--- src/core/tx_cfg_pkg.sv ---
package tx_cfg_pkg;

   // ----------------------------------------------------------------
   // register map
   // ----------------------------------------------------------------
   localparam logic [7:0] ADDR_TX_POWER_SET1   = 8'h1d;
   localparam logic [7:0] ADDR_ASK_LOW_POWER   = 8'h1e;
   localparam logic [7:0] ADDR_AMP_RAMP        = 8'h1f;
   localparam logic [7:0] ADDR_TX_CONTROL      = 8'h20;

   // writable bits per register, all others read as zero
   localparam logic [7:0] MASK_TX_POWER_SET1   = 8'h9f;
   localparam logic [7:0] MASK_ASK_LOW_POWER   = 8'h1f;
   localparam logic [7:0] MASK_AMP_RAMP        = 8'h7f;
   localparam logic [7:0] MASK_TX_CONTROL      = 8'hfb;

   localparam logic [7:0] RST_TX_POWER_SET1    = 8'h00;
   localparam logic [7:0] RST_ASK_LOW_POWER    = 8'h00;
   localparam logic [7:0] RST_AMP_RAMP         = 8'h00;
   localparam logic [7:0] RST_TX_CONTROL       = 8'h01;

   // ----------------------------------------------------------------
   // field positions
   // ----------------------------------------------------------------
   localparam int ASK_SEL_BIT      = 7;
   localparam int POWER_MSB        = 4;
   localparam int RAMP_EXP_MSB     = 6;
   localparam int RAMP_EXP_LSB     = 5;
   localparam int RAMP_MANT_MSB    = 4;
   localparam int SD_DOUBLE_BIT    = 7;
   localparam int POL_INV_BIT      = 6;
   localparam int CLK_SRC_BIT      = 5;
   localparam int CLK_OUT_MSB      = 4;
   localparam int CLK_OUT_LSB      = 3;
   localparam int PA_LEVEL_MSB     = 1;

   // ----------------------------------------------------------------
   // clock output select codes
   // ----------------------------------------------------------------
   localparam logic [1:0] CLKOUT_TX    = 2'h0;
   localparam logic [1:0] CLKOUT_TX_X2 = 2'h1;
   localparam logic [1:0] CLKOUT_TX_X4 = 2'h2;
   localparam logic [1:0] CLKOUT_NONE  = 2'h3;

   // ----------------------------------------------------------------
   // receive frequency offset codes
   // ----------------------------------------------------------------
   localparam logic [10:0] RX_OFFSET_NOMINAL = 11'h266;   // 614
   localparam logic [10:0] RX_OFFSET_HALF    = 11'h133;   // 307
   localparam logic [10:0] RX_OFFSET_DOUBLE  = 11'h4cc;   // 1228

   typedef enum logic [0:0] {
      TX_IDLE   = 1'b0,
      TX_ACTIVE = 1'b1
   } tx_state_t;

   // snapshot of the modulator settings held during one command; the doubling bit is read live from the register
   typedef struct packed {
      logic       ask;
      logic [4:0] high_power;
      logic [4:0] low_power;
      logic [1:0] ramp_exp;
      logic [4:0] ramp_mant;
      logic       invert;
      logic       clk_src;
      logic [1:0] clk_out_sel;
      logic [1:0] pa_level;
   } tx_cfg_t;

endpackage : tx_cfg_pkg

--- src/core/tx_symbol_map.sv ---
`timescale 1ns/10ps
module tx_symbol_map (
   input  wire logic data_bit,
   input  wire logic invert,
   input  wire logic manchester,
   input  wire logic second_half,
   output logic      symbol
);

   // symbol 0: centre plus deviation / high power word
   always_comb begin
      symbol = data_bit ^ invert;
      if (manchester && second_half) begin
         symbol = ~symbol;
      end
   end

endmodule : tx_symbol_map

--- src/core/tx_modulation_power_control.sv ---
// Function
// - second set ASK bit selects ASK
// - flag F=1 uses second set high power
// - ASK symbol one uses low power word
// - ramp exponent 6:5, mantissa 4:0
// - ramp applied in FSK frames too
// - data 0 gives plus deviation/high power
// - invert bit swaps data mapping
// - Manchester second half inverts first half
// - clock source bit picks bit/chip clock
// - clock output select drives clock pin
// - 00 tx, 01 x2, 10 x4, 11 none
// - PA supply level field, reset 01
// - doubling bit configures delta-sigma modulator
// - offset 614, 307 or 1228
// - flag F=0 uses first set
`timescale 1ns/10ps
module tx_modulation_power_control (
   input  wire logic        clk,
   input  wire logic        rst,
   input  wire logic        reg_wr,
   input  wire logic        reg_rd,
   input  wire logic [7:0]  reg_addr,
   input  wire logic [7:0]  reg_wdata,
   output logic      [7:0]  reg_rdata,
   input  wire logic        tx_start,
   input  wire logic        tx_stop,
   input  wire logic        tx_flag_f,
   input  wire logic        set0_ask,
   input  wire logic [4:0]  set0_high_power,
   input  wire logic        tx_data,
   input  wire logic        manchester_en,
   input  wire logic        second_half,
   input  wire logic        bit_clk_tick,
   input  wire logic        chip_clk_tick,
   input  wire logic        tx_clk_x2_tick,
   input  wire logic        tx_clk_x4_tick,
   input  wire logic        lo_divider_select,
   output logic             tx_active,
   output logic             tx_clk_tick,
   output logic             aux_clock_pin,
   output logic             mod_is_ask,
   output logic      [4:0]  pa_power_word,
   output logic             fsk_dev_positive,
   output logic             ramp_enable,
   output logic      [1:0]  amp_ramp_exponent,
   output logic      [4:0]  amp_ramp_mantissa,
   output logic      [1:0]  pa_supply_level,
   output logic             sd_result_doubling,
   output logic      [10:0] rx_offset_code
);

   // ----------------------------------------------------------------
   // register file
   // ----------------------------------------------------------------
   logic [7:0] power_set1_reg,  power_set1_next;
   logic [7:0] low_power_reg,   low_power_next;
   logic [7:0] ramp_reg,        ramp_next;
   logic [7:0] tx_control_reg,  tx_control_next;
   logic [7:0] rdata_reg,       rdata_next;

   always_comb begin
      power_set1_next = power_set1_reg;
      low_power_next  = low_power_reg;
      ramp_next       = ramp_reg;
      tx_control_next = tx_control_reg;
      rdata_next      = rdata_reg;
      if (reg_wr) begin
         if (reg_addr == tx_cfg_pkg::ADDR_TX_POWER_SET1) begin
            power_set1_next = reg_wdata & tx_cfg_pkg::MASK_TX_POWER_SET1;
         end else if (reg_addr == tx_cfg_pkg::ADDR_ASK_LOW_POWER) begin
            low_power_next = reg_wdata & tx_cfg_pkg::MASK_ASK_LOW_POWER;
         end else if (reg_addr == tx_cfg_pkg::ADDR_AMP_RAMP) begin
            ramp_next = reg_wdata & tx_cfg_pkg::MASK_AMP_RAMP;
         end else if (reg_addr == tx_cfg_pkg::ADDR_TX_CONTROL) begin
            tx_control_next = reg_wdata & tx_cfg_pkg::MASK_TX_CONTROL;
         end
      end
      if (reg_rd) begin
         if (reg_addr == tx_cfg_pkg::ADDR_TX_POWER_SET1) begin
            rdata_next = power_set1_reg;
         end else if (reg_addr == tx_cfg_pkg::ADDR_ASK_LOW_POWER) begin
            rdata_next = low_power_reg;
         end else if (reg_addr == tx_cfg_pkg::ADDR_AMP_RAMP) begin
            rdata_next = ramp_reg;
         end else if (reg_addr == tx_cfg_pkg::ADDR_TX_CONTROL) begin
            rdata_next = tx_control_reg;
         end else begin
            rdata_next = 8'h00;
         end
      end
   end

   always_ff @(posedge clk) begin
      if (rst) begin
         power_set1_reg <= tx_cfg_pkg::RST_TX_POWER_SET1;
         low_power_reg  <= tx_cfg_pkg::RST_ASK_LOW_POWER;
         ramp_reg       <= tx_cfg_pkg::RST_AMP_RAMP;
         tx_control_reg <= tx_cfg_pkg::RST_TX_CONTROL;
         rdata_reg      <= 8'h00;
      end else begin
         power_set1_reg <= power_set1_next;
         low_power_reg  <= low_power_next;
         ramp_reg       <= ramp_next;
         tx_control_reg <= tx_control_next;
         rdata_reg      <= rdata_next;
      end
   end

   assign reg_rdata = rdata_reg;

   // ----------------------------------------------------------------
   // live settings and command snapshot
   // ----------------------------------------------------------------
   tx_cfg_pkg::tx_cfg_t   live_cfg, cfg_reg, cfg_next;
   tx_cfg_pkg::tx_state_t state_reg, state_next;

   always_comb begin
      live_cfg.ask        = tx_flag_f ? power_set1_reg[tx_cfg_pkg::ASK_SEL_BIT]
                                      : set0_ask;
      live_cfg.high_power = tx_flag_f ? power_set1_reg[tx_cfg_pkg::POWER_MSB:0]
                                      : set0_high_power;
      live_cfg.low_power  = low_power_reg[tx_cfg_pkg::POWER_MSB:0];
      live_cfg.ramp_exp   = ramp_reg[tx_cfg_pkg::RAMP_EXP_MSB:tx_cfg_pkg::RAMP_EXP_LSB];
      live_cfg.ramp_mant  = ramp_reg[tx_cfg_pkg::RAMP_MANT_MSB:0];
      live_cfg.invert     = tx_control_reg[tx_cfg_pkg::POL_INV_BIT];
      live_cfg.clk_src    = tx_control_reg[tx_cfg_pkg::CLK_SRC_BIT];
      live_cfg.clk_out_sel = tx_control_reg[tx_cfg_pkg::CLK_OUT_MSB:tx_cfg_pkg::CLK_OUT_LSB];
      live_cfg.pa_level   = tx_control_reg[tx_cfg_pkg::PA_LEVEL_MSB:0];
   end

   // start is only taken from idle; once active, stop wins over start in the same cycle and the new frame is lost
   always_comb begin
      state_next = state_reg;
      cfg_next   = cfg_reg;
      case (state_reg)
         tx_cfg_pkg::TX_IDLE: begin
            if (tx_start) begin
               state_next = tx_cfg_pkg::TX_ACTIVE;
               cfg_next   = live_cfg;
            end
         end
         tx_cfg_pkg::TX_ACTIVE: begin
            if (tx_stop) begin
               state_next = tx_cfg_pkg::TX_IDLE;
            end
         end
         default: state_next = tx_cfg_pkg::TX_IDLE;
      endcase
   end

   always_ff @(posedge clk) begin
      if (rst) begin
         state_reg <= tx_cfg_pkg::TX_IDLE;
         cfg_reg   <= '0;
      end else begin
         state_reg <= state_next;
         cfg_reg   <= cfg_next;
      end
   end

   assign tx_active = (state_reg == tx_cfg_pkg::TX_ACTIVE);

   // ----------------------------------------------------------------
   // clocks
   // ----------------------------------------------------------------
   // manchester only works from the bit clock; software must choose it
   assign tx_clk_tick = cfg_reg.clk_src ? bit_clk_tick : chip_clk_tick;

   always_comb begin
      aux_clock_pin = 1'b0;
      if (tx_active) begin
         case (cfg_reg.clk_out_sel)
            tx_cfg_pkg::CLKOUT_TX:    aux_clock_pin = tx_clk_tick;
            tx_cfg_pkg::CLKOUT_TX_X2: aux_clock_pin = tx_clk_x2_tick;
            tx_cfg_pkg::CLKOUT_TX_X4: aux_clock_pin = tx_clk_x4_tick;
            default:                  aux_clock_pin = 1'b0;
         endcase
      end
   end

   // ----------------------------------------------------------------
   // modulation outputs
   // ----------------------------------------------------------------
   logic symbol;

   tx_symbol_map tx_symbol_map_i (
      .data_bit    (tx_data),
      .invert      (cfg_reg.invert),
      .manchester  (manchester_en),
      .second_half (second_half),
      .symbol      (symbol)
   );

   logic [4:0]  power_reg, power_next;
   logic        dev_pos_reg, dev_pos_next;
   logic [10:0] offset_reg, offset_next;
   logic        sd_dbl;

   assign sd_dbl = tx_control_reg[tx_cfg_pkg::SD_DOUBLE_BIT];

   always_comb begin
      dev_pos_next = ~symbol;
      power_next   = cfg_reg.high_power;
      if (cfg_reg.ask && symbol) begin
         power_next = cfg_reg.low_power;
      end
      if (lo_divider_select == sd_dbl) begin
         offset_next = tx_cfg_pkg::RX_OFFSET_NOMINAL;
      end else if (sd_dbl) begin
         offset_next = tx_cfg_pkg::RX_OFFSET_HALF;
      end else begin
         offset_next = tx_cfg_pkg::RX_OFFSET_DOUBLE;
      end
   end

   always_ff @(posedge clk) begin
      if (rst) begin
         power_reg   <= 5'h00;
         dev_pos_reg <= 1'b1;
         offset_reg  <= tx_cfg_pkg::RX_OFFSET_NOMINAL;
      end else begin
         power_reg   <= power_next;
         dev_pos_reg <= dev_pos_next;
         offset_reg  <= offset_next;
      end
   end

   assign pa_power_word      = power_reg;
   assign fsk_dev_positive   = dev_pos_reg;
   assign rx_offset_code     = offset_reg;
   assign mod_is_ask         = cfg_reg.ask;
   assign ramp_enable        = tx_active;
   assign amp_ramp_exponent  = cfg_reg.ramp_exp;
   assign amp_ramp_mantissa  = cfg_reg.ramp_mant;
   assign pa_supply_level    = cfg_reg.pa_level;
   assign sd_result_doubling = sd_dbl;
endmodule : tx_modulation_power_control

--- config.mk ---
export PLATFORM = sky130hd
export DESIGN_NAME = tx_modulation_power_control
export DESIGN_NICKNAME = d
export VERILOG_FILES = /design/src/core/tx_cfg_pkg.sv /design/src/core/tx_symbol_map.sv /design/src/core/tx_modulation_power_control.sv
export SDC_FILE = /design/constraint.sdc
export NUM_CORES = 1
export LEC_CHECK = 0
export ABC_AREA = 1
export BUFFER_PORTS_ARGS = -buffer_cell sky130_fd_sc_hd__buf_2
export CAP_MARGIN = 5
export CORE_MARGIN = 10
export CORE_UTILIZATION = 45
export DETAILED_ROUTE_END_ITERATION = 6
export HOLD_SLACK_MARGIN = 0.06
export PLACE_DENSITY = 0.74
export SLEW_MARGIN = 15
export SYNTH_ARGS = -nofsm -noshare
export SYNTH_HDL_FRONTEND = slang
export SYNTH_SLANG_ARGS = --single-unit
--- constraint.sdc ---
create_clock -name clk -period 1.15 [get_ports clk]
set_clock_uncertainty 0.15 [all_clocks]
set_input_delay 0 -clock clk [delete_from_list [all_inputs] [get_ports clk]]
set_output_delay 0 -clock clk [all_outputs]
set_load 0.05 [all_outputs]
==> impl_metrics.py, run 1 <==
metrics = {
    "run_status": {
        "status": "finished with violations",
        "failed_checks": "hold timing, setup timing",
    },
    "global_routing": {
        "grt_antenna_before_repair": 0,
        "grt_usage_pct": 15.5,
        "grt_pass1_wl_um": 12800,
        "first_global_vias": 2667,
        "grt_max_degree": 53,
        "grt-ovfl-total": 0,
    },
    "clocking": {
        "cts.sinks": 69,
        "cts_tree": "done",
        "clock-root-buffer": "clkbuf_8",
        "cts_hold_buf": 23,
        "cts_buffers": 9,
        "cts_setup_buffers": 0,
        "ctsHtreeMaxLevel": 3,
        "worstSkewPairLatency_ns": 0.34,
        "cts_buffer_depth": 2,
        "path_clk_slew_ns": 0.08,
    },
    "timing": {
        "tightest_slew_ns": 0.502,
        "hold_violations": 1,
        "tns_ns": -1.54,
        "postLayoutSetupSlackWorst_ns": -0.350,
        "slew_viol_final": 0,
        "period_needed_ns": 1.50,
        "rsz0062_at_grt": "yes",
        "post-route-period-util_pct": 130,
        "whs_ns": -0.169,
        "fmax_ghz": 0.666,
        "setup-violations-final": 7,
        "maxSlewHeadroom_pct": 66.5,
    },
    "floorplanning": {
        "ios": 77,
        "die_w_um": 100,
        "die_area_um2": 10100,
        "die_y_um": 100,
        "row_count": 29,
        "core_area_um2": 6310,
        "start_util_pct": 46.0,
    },
    "synth": {
        "synth-seq-area-share_pct": 47.6,
        "synth.area.top_cells": "dfxtp_1 48%, nor2_1 9.6%, o21ai_0 8.1%",
        "yosys_warnings": 0,
        "syn_nets": 418,
        "netlist_instances": 381,
        "synthDistinctLibCells": 28,
        "mappedNetlistArea_um2": 2900,
        "ys_seq_elements": 69,
        "synth_top_cell_by_area": "dfxtp_1",
        "avgSynthCellArea_um2": 7.62,
        "synth_top_area_share_pct": 47.6,
    },
    "route": {
        "final_antenna_net_count": 0,
        "vias": 2784,
        "drt_iter0_drc": 186,
        "drc_errors": 0,
        "routed_wl_um": 8200,
        "wl_per_cell_um": 14.6,
        "drt_pass1_iterations": 5,
        "vias_per_cell": 4.96,
    },
    "run": {
        "max_cap_viol_count": 0,
    },
    "critical_path": {
        "worst_setup_path_start_kind": "flip-flop",
        "critPathKind": "flip-flop to output pin",
        "worstPathRequired_ns": 1.00,
        "worstPathArrival_ns": 1.35,
        "worst_path_max_delay_cell": "dfxtp_2",
        "endpoint_kind": "output pin",
        "r2r_slack_ns": -0.21,
        "critPathMaxFanout": 2,
        "slowest_delay_ns": 0.34,
        "worstPathCellList": "mux2_4, o21ai_4, a21oi_4, buf_6",
    },
    "layout": {
        "final_common_cell": "nor2_1",
        "nets": 516,
        "layout_common_cells": "69 x nor2_1, 64 x buf_2, 62 x dfxtp_1",
        "fin_util_pct": 63.0,
        "fill_cells": 526,
        "fin_cells": 561,
        "syn_to_final_growth_pct": 37.1,
        "diodes": 0,
        "drive_gt1_share_pct": 34.3,
        "largest_reg_flops": 14,
    },
    "hold_path": {
        "hold_class": "input port to flip-flop",
    },
    "power_and_ir_drop": {
        "power_mw": 5.44,
        "power_density_nw_per_um2": 1370,
        "p_leak_nw": 1.79,
        "ir_drop_v": 0.00115,
    },
    "placement": {
        "placed_cells": 522,
        "detailed_place_hpwl_um": 5630,
        "place.port_buffers": 76,
        "place_congestion": 0.953,
    },
}
-- cell usage after synthesis (all sizes together) --
| library cell | number |
|---|---|
| nor2 | 81 |
| dfxtp | 69 |
| o21ai | 57 |
| nand2 | 42 |
| a21oi | 37 |
| inv | 33 |
| buf | 22 |
| nand3 | 18 |
| clkbuf | 8 |
| nand4 | 4 |
| o22ai | 2 |
| and2 | 1 |
| mux2 | 1 |
| nor3 | 1 |
| o211ai | 1 |
| o21a | 1 |
| o21bai | 1 |
| xnor2 | 1 |
| xor2 | 1 |
-- kinds of logic after synthesis --
| family | after synthesis | share of synthesized area (%) |
|---|---|---|
| DFF | 69 | 47.6 |
| AOI/OAI and AO/OA | 99 | 17.4 |
| xor gates and xnor gates | 2 | 0.604 |
| and+or+nand+nor | 147 | 23.1 |
| buffers and inverters | 63 | 10.9 |
| muxes | 1 | 0.388 |
-- timing repair --
action | CTS | global route
pin swaps | 5 | 8
cloned | 0 | 1
resized for setup | 8 | 38
hold endpoints to repair | 66 | 2
setup endpoints to repair | 8 | 63
-- worst paths after layout --
path              cells after the start                to               from
setup / recovery                      4     aux_clock_pin         cfg_reg[4]
hold / removal                        4  fsk_dev_positive        second_half
setup reg to reg                      6  pa_power_word[3]         cfg_reg[5]
hold reg to reg                       2       cfg_reg[20]  power_set1_reg[2]
-- critical path: cells and delay by family, from the launching register on --
family	cells	cell delay [ns]
flops	1	0.34
compound gates	2	0.21
buf+inv	1	0.15
mux	1	0.32
-- per-layer routing --
layer  vias to the layer above  track usage [%]  share of wire (%)
met5                         -                0                  0
met4                         0             7.61                1.7
met3                        14             5.22                7.6
met2                        96             24.5                 49
met1                      1252             18.5                 42
li1                       1422                -                  -
-- power breakdown --
| group | switching, mW | internal (mW) | total [mW] |
|---|---|---|---|
| clock | 0.954 | 1.08 | 2.03 |
| combinational | 0.558 | 0.321 | 0.879 |
| sequential | 0.0491 | 2.48 | 2.53 |
| total | 1.56 | 3.88 | 5.44 |
-- cell type report --
cell class,count,area (um2),area share (%)
flip-flops and latches,69,1390,35.0
clock inverters,6,68.8,1.73
clock buffers,10,138,3.46
inverters,33,134,3.36
well taps,77,96.3,2.42
multi-input cells,249,1300,32.6
repair buffers,117,853,21.4
-- metrics by stage --
step           hold slack (ns)  instance area, um2  worst slack, ns
2_1_floorplan          -0.0809                2970           -0.164
3_3_place_gp            0.0955                3410           -0.117
3_5_place_dp             0.101                3410           -0.140
4_1_cts                 -0.192                3870           -0.383
5_1_grt                 -0.167                3980           -0.395
6_report                -0.169                3980           -0.350
No activity file was read; power rests on OpenSTA's default activity.
==> run 2, diff against run 1 <==
CORE_UTILIZATION = 40   (was 45)
PLACE_DENSITY = 0.67   (was 0.74)
SYNTH_HIERARCHICAL = 1   (was not set)
==> impl_metrics.py, run 2 <==
metrics = {
    "run_status": {
        "status": "finished with violations",
        "failed_checks": "hold timing, setup timing",
    },
    "power_and_ir_drop": {
        "ir_drop_v": 0.000536,
        "power_density_nw_per_um2": 1240,
        "p_leak_nw": 1.85,
    },
    "clocking": {
        "path_clk_slew_ns": 0.07,
        "cts_buffer_depth": 2,
        "cts.sinks": 69,
        "worstSkewPairLatency_ns": 0.34,
        "cts_tree": "done",
        "cts_buffers": 9,
        "clock-root-buffer": "clkbuf_8",
        "ctsHtreeMaxLevel": 3,
    },
    "timing": {
        "tightest_slew_ns": 0.268,
        "whs_ns": -0.117,
        "slew_viol_final": 0,
        "setup-violations-final": 20,
        "rsz0062_at_grt": "yes",
        "fmax_ghz": 0.668,
        "hold_violations": 1,
        "period_needed_ns": 1.50,
        "tns_ns": -1.40,
        "post-route-period-util_pct": 130,
        "maxSlewHeadroom_pct": 82.2,
        "postLayoutSetupSlackWorst_ns": -0.348,
    },
    "layout": {
        "layout_common_cells": "65 x buf_2, 62 x dfxtp_1, 52 x nor2_1",
        "fin_util_pct": 57.9,
        "syn_to_final_growth_pct": 41.5,
        "largest_reg_flops": 14,
        "nets": 536,
        "diodes": 0,
        "fill_cells": 706,
        "drive_gt1_share_pct": 37.4,
        "final_common_cell": "buf_2",
    },
    "synth": {
        "synth-seq-area-share_pct": 46.8,
        "synth_most_common_cell": "dfxtp_1",
        "synth_edf_count": 0,
        "dominantRegCellSynth": "dfxtp_1",
        "avgSynthCellArea_um2": 7.51,
        "synth_top_area_share_pct": 46.8,
        "ys_top_cells_by_count": "69 x dfxtp_1, 62 x nor2_1, 57 x nand2_1",
        "yosys_warnings": 6,
        "synthDistinctLibCells": 28,
        "ys_seq_elements": 69,
        "synth_top_cell_by_area": "dfxtp_1",
        "synth.area.top_cells": "dfxtp_1 47%, o21ai_0 8.0%, nor2_1 7.9%",
        "async_reset_ff_share_pct": 0,
        "netlist_instances": 393,
        "syn_nets": 430,
        "mappedNetlistArea_um2": 2950,
    },
    "route": {
        "routed_wl_um": 8630,
        "vias_per_cell": 4.79,
        "drc_errors": 0,
        "final_antenna_net_count": 0,
        "met2_length_um": 4280,
        "top_layer_used": "met4",
        "drt_iter0_drc": 174,
        "drt-met1-wl_um": 3790,
        "wl_met3_um": 467,
        "drt_pass1_iterations": 4,
        "vias": 2885,
        "wl_per_cell_um": 14.3,
    },
    "hold_path": {
        "worst_hold_path.num_cells": 5,
        "hold_class": "input port to flip-flop",
        "min_from": "tx_data",
        "holdPathEnd": "fsk_dev_positive",
    },
    "critical_path": {
        "critPathMaxFanout": 2,
        "timing.rr.start": "cfg_reg[5]",
        "worst_setup_path_start_kind": "flip-flop",
        "r2r_slack_ns": -0.07,
        "r2r-end": "pa_power_word[3]",
        "worstPathRequired_ns": 1.00,
        "worstPathArrival_ns": 1.35,
        "worstRegToRegCells": 8,
        "critPathKind": "flip-flop to output pin",
        "endpoint_kind": "output pin",
    },
    "placement": {
        "place.port_buffers": 76,
        "place_congestion": 0.902,
        "detailed_place_hpwl_um": 6060,
    },
    "global_routing": {
        "grt_antenna_before_repair": 0,
        "grt-ovfl-total": 0,
        "grt_usage_pct": 14.4,
        "grt_max_degree": 46,
        "grt_pass1_wl_um": 13500,
        "first_global_vias": 2795,
    },
    "floorplanning": {
        "die_area_um2": 11200,
        "start_util_pct": 40.9,
        "ios": 77,
        "row_count": 31,
        "die_y_um": 106,
        "die_w_um": 106,
        "core_area_um2": 7210,
    },
    "run": {
        "max_cap_viol_count": 0,
    },
}
[run 2: timing repair]
item                                    4_1_cts  5_1_grt
gates cloned                                  1        1
pin swaps                                     6       15
buffers inserted                              0        4
endpoints found under the setup margin       11       65
endpoints found under the hold margin        54        7
resized for setup                            24       74
hold buffers                                 22        2
[run 2: per-stage QoR]
step           setup WS, ns  hold slack (ns)  instance area, um2  total power, mW  std cells
4_1_cts              -0.394           -0.125                3930             5.08        597
6_report             -0.348           -0.117                4180             5.19        602
3_3_place_gp         -0.121            0.109                3470             3.32        559
2_1_floorplan        -0.164          -0.0239                3000             3.13        393
3_5_place_dp         -0.163            0.118                3470             3.33        559
5_1_grt              -0.404          -0.0871                4180             5.41        602
[run 2: cells by family (layout without fill, tap and decap cells)]
logic type             count (synthesis)  count (layout)  share of synthesized area (%)
buffers and inverters                 67             177                           11.4
DFF                                   69              69                           46.8
muxes                                  1               1                          0.381
AOI/OAI and AO/OA                     96              96                           16.6
and+or+nand+nor                      160             160                           24.9
[run 2: power by group]
part	switching [mW]	internal (mW)	leakage, nW
registers	0.0586	2.48	0.566
logic	0.599	0.389	1.21
clock network	0.840	0.825	0.0833
total	1.50	3.69	1.85
[run 2: metal layers]
metal / track usage, % / vias up
met5: 0 / -
met4: 3.97 / 0
met3: 4.65 / 9
met2: 23.7 / 79
met1: 17.7 / 1316
li1: - / 1481
[run 2: worst max-delay path by stage]
stage,slack (ns),cells after the start,end,start
floorplan,-0.16,3,aux_clock_pin,cfg_reg[4]
CTS,-0.39,4,aux_clock_pin,cfg_reg[4]
finish,-0.35,4,aux_clock_pin,cfg_reg[4]
global route,-0.40,4,aux_clock_pin,cfg_reg[4]
global placement,-0.12,4,aux_clock_pin,cfg_reg[4]
detailed placement,-0.16,4,aux_clock_pin,cfg_reg[4]
[run 2: final cells by class]
type                       count  area [um2]  area share, %
tap                           99         124           2.96
sequential                    69        1400           33.4
multi-input combinational    257        1400           33.5
clock buffer                  13         149           3.56
inverter                      36         151           3.62
clock inverter                 2        10.0          0.240
timing repair buffer         126         951           22.8
[run 2: critical path, stage by stage (launching register included)]
cell     delay [ns]
dfxtp_2        0.34
mux2_4         0.32
o21ai_4        0.14
a21oi_4        0.06
buf_6          0.15
==> run 3, diff against run 2 <==
ABC_AREA = not set   (was 1)
==> impl_metrics.py, run 3 <==
metrics = {
    "synth": {
        "synth.area.top_cells": "dfxtp_1 48%, mux2i_1 8.6%, nand2_1 7.8%",
        "netlist_instances": 327,
        "synth_mux_area_share_pct": 10.6,
        "yosys.area_share.adder_pct": 0,
        "avgSynthCellArea_um2": 8.85,
        "synth_compound_area_share_pct": 12.2,
        "synth_most_common_cell": "dfxtp_1",
        "synthDistinctLibCells": 40,
        "synth_edf_count": 0,
        "ys_top_cells_by_count": "69 x dfxtp_1, 60 x nand2_1, 31 x a21oi_1",
        "synth_xor_area_share_pct": 0.908,
        "async_reset_ff_share_pct": 0,
        "synth_top_cell_by_area": "dfxtp_1",
        "mappedNetlistArea_um2": 2900,
        "ys_seq_elements": 69,
        "synth-simple-area-share_pct": 21.0,
        "synth_top_family_by_area": "simple AND/OR/NAND/NOR gates",
        "syn_nets": 364,
        "dominantRegCellSynth": "dfxtp_1",
        "synth-seq-area-share_pct": 47.7,
        "synth_top_area_share_pct": 47.7,
        "yosys_warnings": 6,
    },
    "layout": {
        "layout_common_cells": "64 x dfxtp_1, 62 x buf_2, 34 x nand2_1",
        "drive_gt1_share_pct": 48.0,
        "syn_to_final_growth_pct": 52.9,
        "final_area_um2": 4430,
        "nets": 482,
        "final_common_cell": "dfxtp_1",
        "largest_reg_flops": 14,
        "diodes": 0,
    },
    "timing": {
        "setup-violations-final": 52,
        "fmax_ghz": 0.617,
        "slew_viol_final": 0,
        "hold_violations": 0,
        "whs_ns": 0.00534,
        "tightest_slew_ns": 0.395,
        "period_needed_ns": 1.62,
        "post-route-period-util_pct": 141,
        "maxSlewHeadroom_pct": 73.7,
        "rsz0062_at_grt": "yes",
        "postLayoutSetupSlackWorst_ns": -0.472,
    },
    "critical_path": {
        "r2r_slack_ns": -0.17,
        "endpoint_kind": "output pin",
        "timing.rr.start": "cfg_reg[5]",
        "worst_path_max_delay_cell": "dfxtp_2",
        "cp-startpoint": "cfg_reg[4]",
        "worstPathArrival_ns": 1.47,
        "worstPathRequired_ns": 1.00,
        "r2r-end": "pa_power_word[3]",
        "worst_setup_path_start_kind": "flip-flop",
        "critPathMaxFanout": 2,
        "crit_path_end": "aux_clock_pin",
        "critPathKind": "flip-flop to output pin",
        "worstRegToRegCells": 6,
        "crit_buf_inv": 1,
        "path_depth": 5,
        "cpLargestDelayFamily": "multiplexers",
        "slowest_delay_ns": 0.34,
        "worstPathCellList": "mux2_4, mux2i_1, o21ai_1, and2_4, buf_8",
    },
    "power_and_ir_drop": {
        "p_leak_nw": 1.99,
        "power_density_nw_per_um2": 1200,
        "ir_drop_v": 0.000655,
        "power_mw": 5.29,
    },
    "global_routing": {
        "grt_busiest_layer": "met2",
        "grt_antenna_before_repair": 0,
        "grt-ovfl-total": 0,
        "first_global_vias": 2567,
        "grtUsageMet3_pct": 4.91,
        "grt_pass1_wl_um": 12800,
        "grt_usage_pct": 14.2,
        "gr-usage-met2_pct": 24.1,
        "met1_usage_pct": 15.9,
        "grt_max_degree": 33,
    },
    "route": {
        "final_antenna_net_count": 0,
        "drc_errors": 0,
        "vias_per_cell": 5.04,
        "vias": 2750,
        "routed_wl_um": 8800,
        "drt_pass1_iterations": 4,
        "wl_per_cell_um": 16.1,
        "drt_iter0_drc": 187,
    },
    "clocking": {
        "cts_tree": "done",
        "cts_buffer_depth": 2,
        "ctsHtreeMaxLevel": 3,
        "cts.sinks": 69,
        "path_clk_slew_ns": 0.07,
        "worstSkewPairLatency_ns": 0.35,
        "clock-root-buffer": "clkbuf_8",
        "cts_buffers": 9,
    },
    "hold_path": {
        "hold_class": "input port to flip-flop",
    },
    "floorplanning": {
        "die_y_um": 105,
        "row_count": 30,
        "core_area_um2": 6910,
        "die_w_um": 105,
        "ios": 77,
        "die_area_um2": 11000,
        "start_util_pct": 41.9,
    },
    "placement": {
        "dpl-instance-area_um2": 3460,
        "place.port_buffers": 76,
        "detailed_place_hpwl_um": 5630,
        "place_congestion": 0.793,
    },
    "run_status": {
        "failed_checks": "setup timing",
        "status": "finished with violations",
    },
    "run": {
        "max_cap_viol_count": 0,
    },
}
## run 3: cell count changes after synthesis, moves of 6 or more
cell | previous run | this run
nor2_1 | 62 | 30
nand3_1 | 21 | 14
clkbuf_1 | 9 | 15
inv_1 | 31 | 2
a21oi_1 | 42 | 31
mux2i_1 | 0 | 25
a211oi_1 | 0 | 6
nand2b_1 | 0 | 6
o21ai_0 | 47 | 1
## run 3: metrics by stage
| step | instances | setup slack, ns | setup TNS [ns] | utilization (%) |
|---|---|---|---|---|
| 4_1_cts | 533 | -0.501 | -6.05 | 58.9 |
| 5_1_grt | 546 | -0.536 | -8.38 | 64.1 |
| 3_5_place_dp | 489 | -0.617 | -12.42 | 50.1 |
| 2_1_floorplan | 327 | -0.429 | -7.59 | - |
| 6_report | 546 | -0.472 | -6.04 | 64.1 |
| 3_3_place_gp | 489 | -0.589 | -11.93 | 50.1 |
## run 3: worst min-delay path, delay by kind of cell
| family | cells | cell delay, ns |
|---|---|---|
| simple gates | 3 | 0.31 |
| buf+inv | 2 | 0.15 |
## run 3: cells by family (layout without fill, tap and decap cells)
kind of cell	Yosys count	count (layout)
AND/OR/NAND/NOR	129	131
flip-flops	69	69
AO/OA/AOI/OAI	56	56
buffers and inverters	40	161
multiplexers	30	30
XOR/XNOR	3	3
## run 3: per-layer routing
metal	share of wire [%]	routed length [um]	vias up
met3	5.7	502	21
met2	51	4530	79
met5	0	0	-
li1	-	-	1340
met1	40	3530	1310
met4	2.7	234	0
## run 3: report_power, final
part / switching (mW) / total [mW] / internal, mW
Clock: 0.904 / 2.03 / 1.12
Sequential: 0.0335 / 2.46 / 2.43
Combinational: 0.443 / 0.800 / 0.357
Total: 1.38 / 5.29 / 3.91
## run 3: worst min path at each step
stage,startpoint,end,cells past startpoint
after floorplan,reg_rd,reg_rdata[7],1
after global placement,lo_divider_select,rx_offset_code[6],2
after detailed placement,lo_divider_select,rx_offset_code[6],2
after CTS,reg_wr,tx_control_reg[0],5
after global routing,reg_wr,tx_control_reg[0],5
final,reg_wr,tx_control_reg[0],5
## run 3: repair_timing
item	CTS	global route
gates resized for setup	20	93
endpoints found under the hold margin	69	24
endpoints found under the setup margin	27	62
buffers inserted	2	10
pin swaps	27	39
hold buffers	23	3
gates cloned	3	4
## run 3: layout make-up
class	count	area, um2
clock inverter	4	45.0
clock buffer	12	156
fill	595	2480
sequential	69	1400
tap	96	120
inverter	4	15.0
timing repair buffer	141	1090
multi-input combinational	220	1610
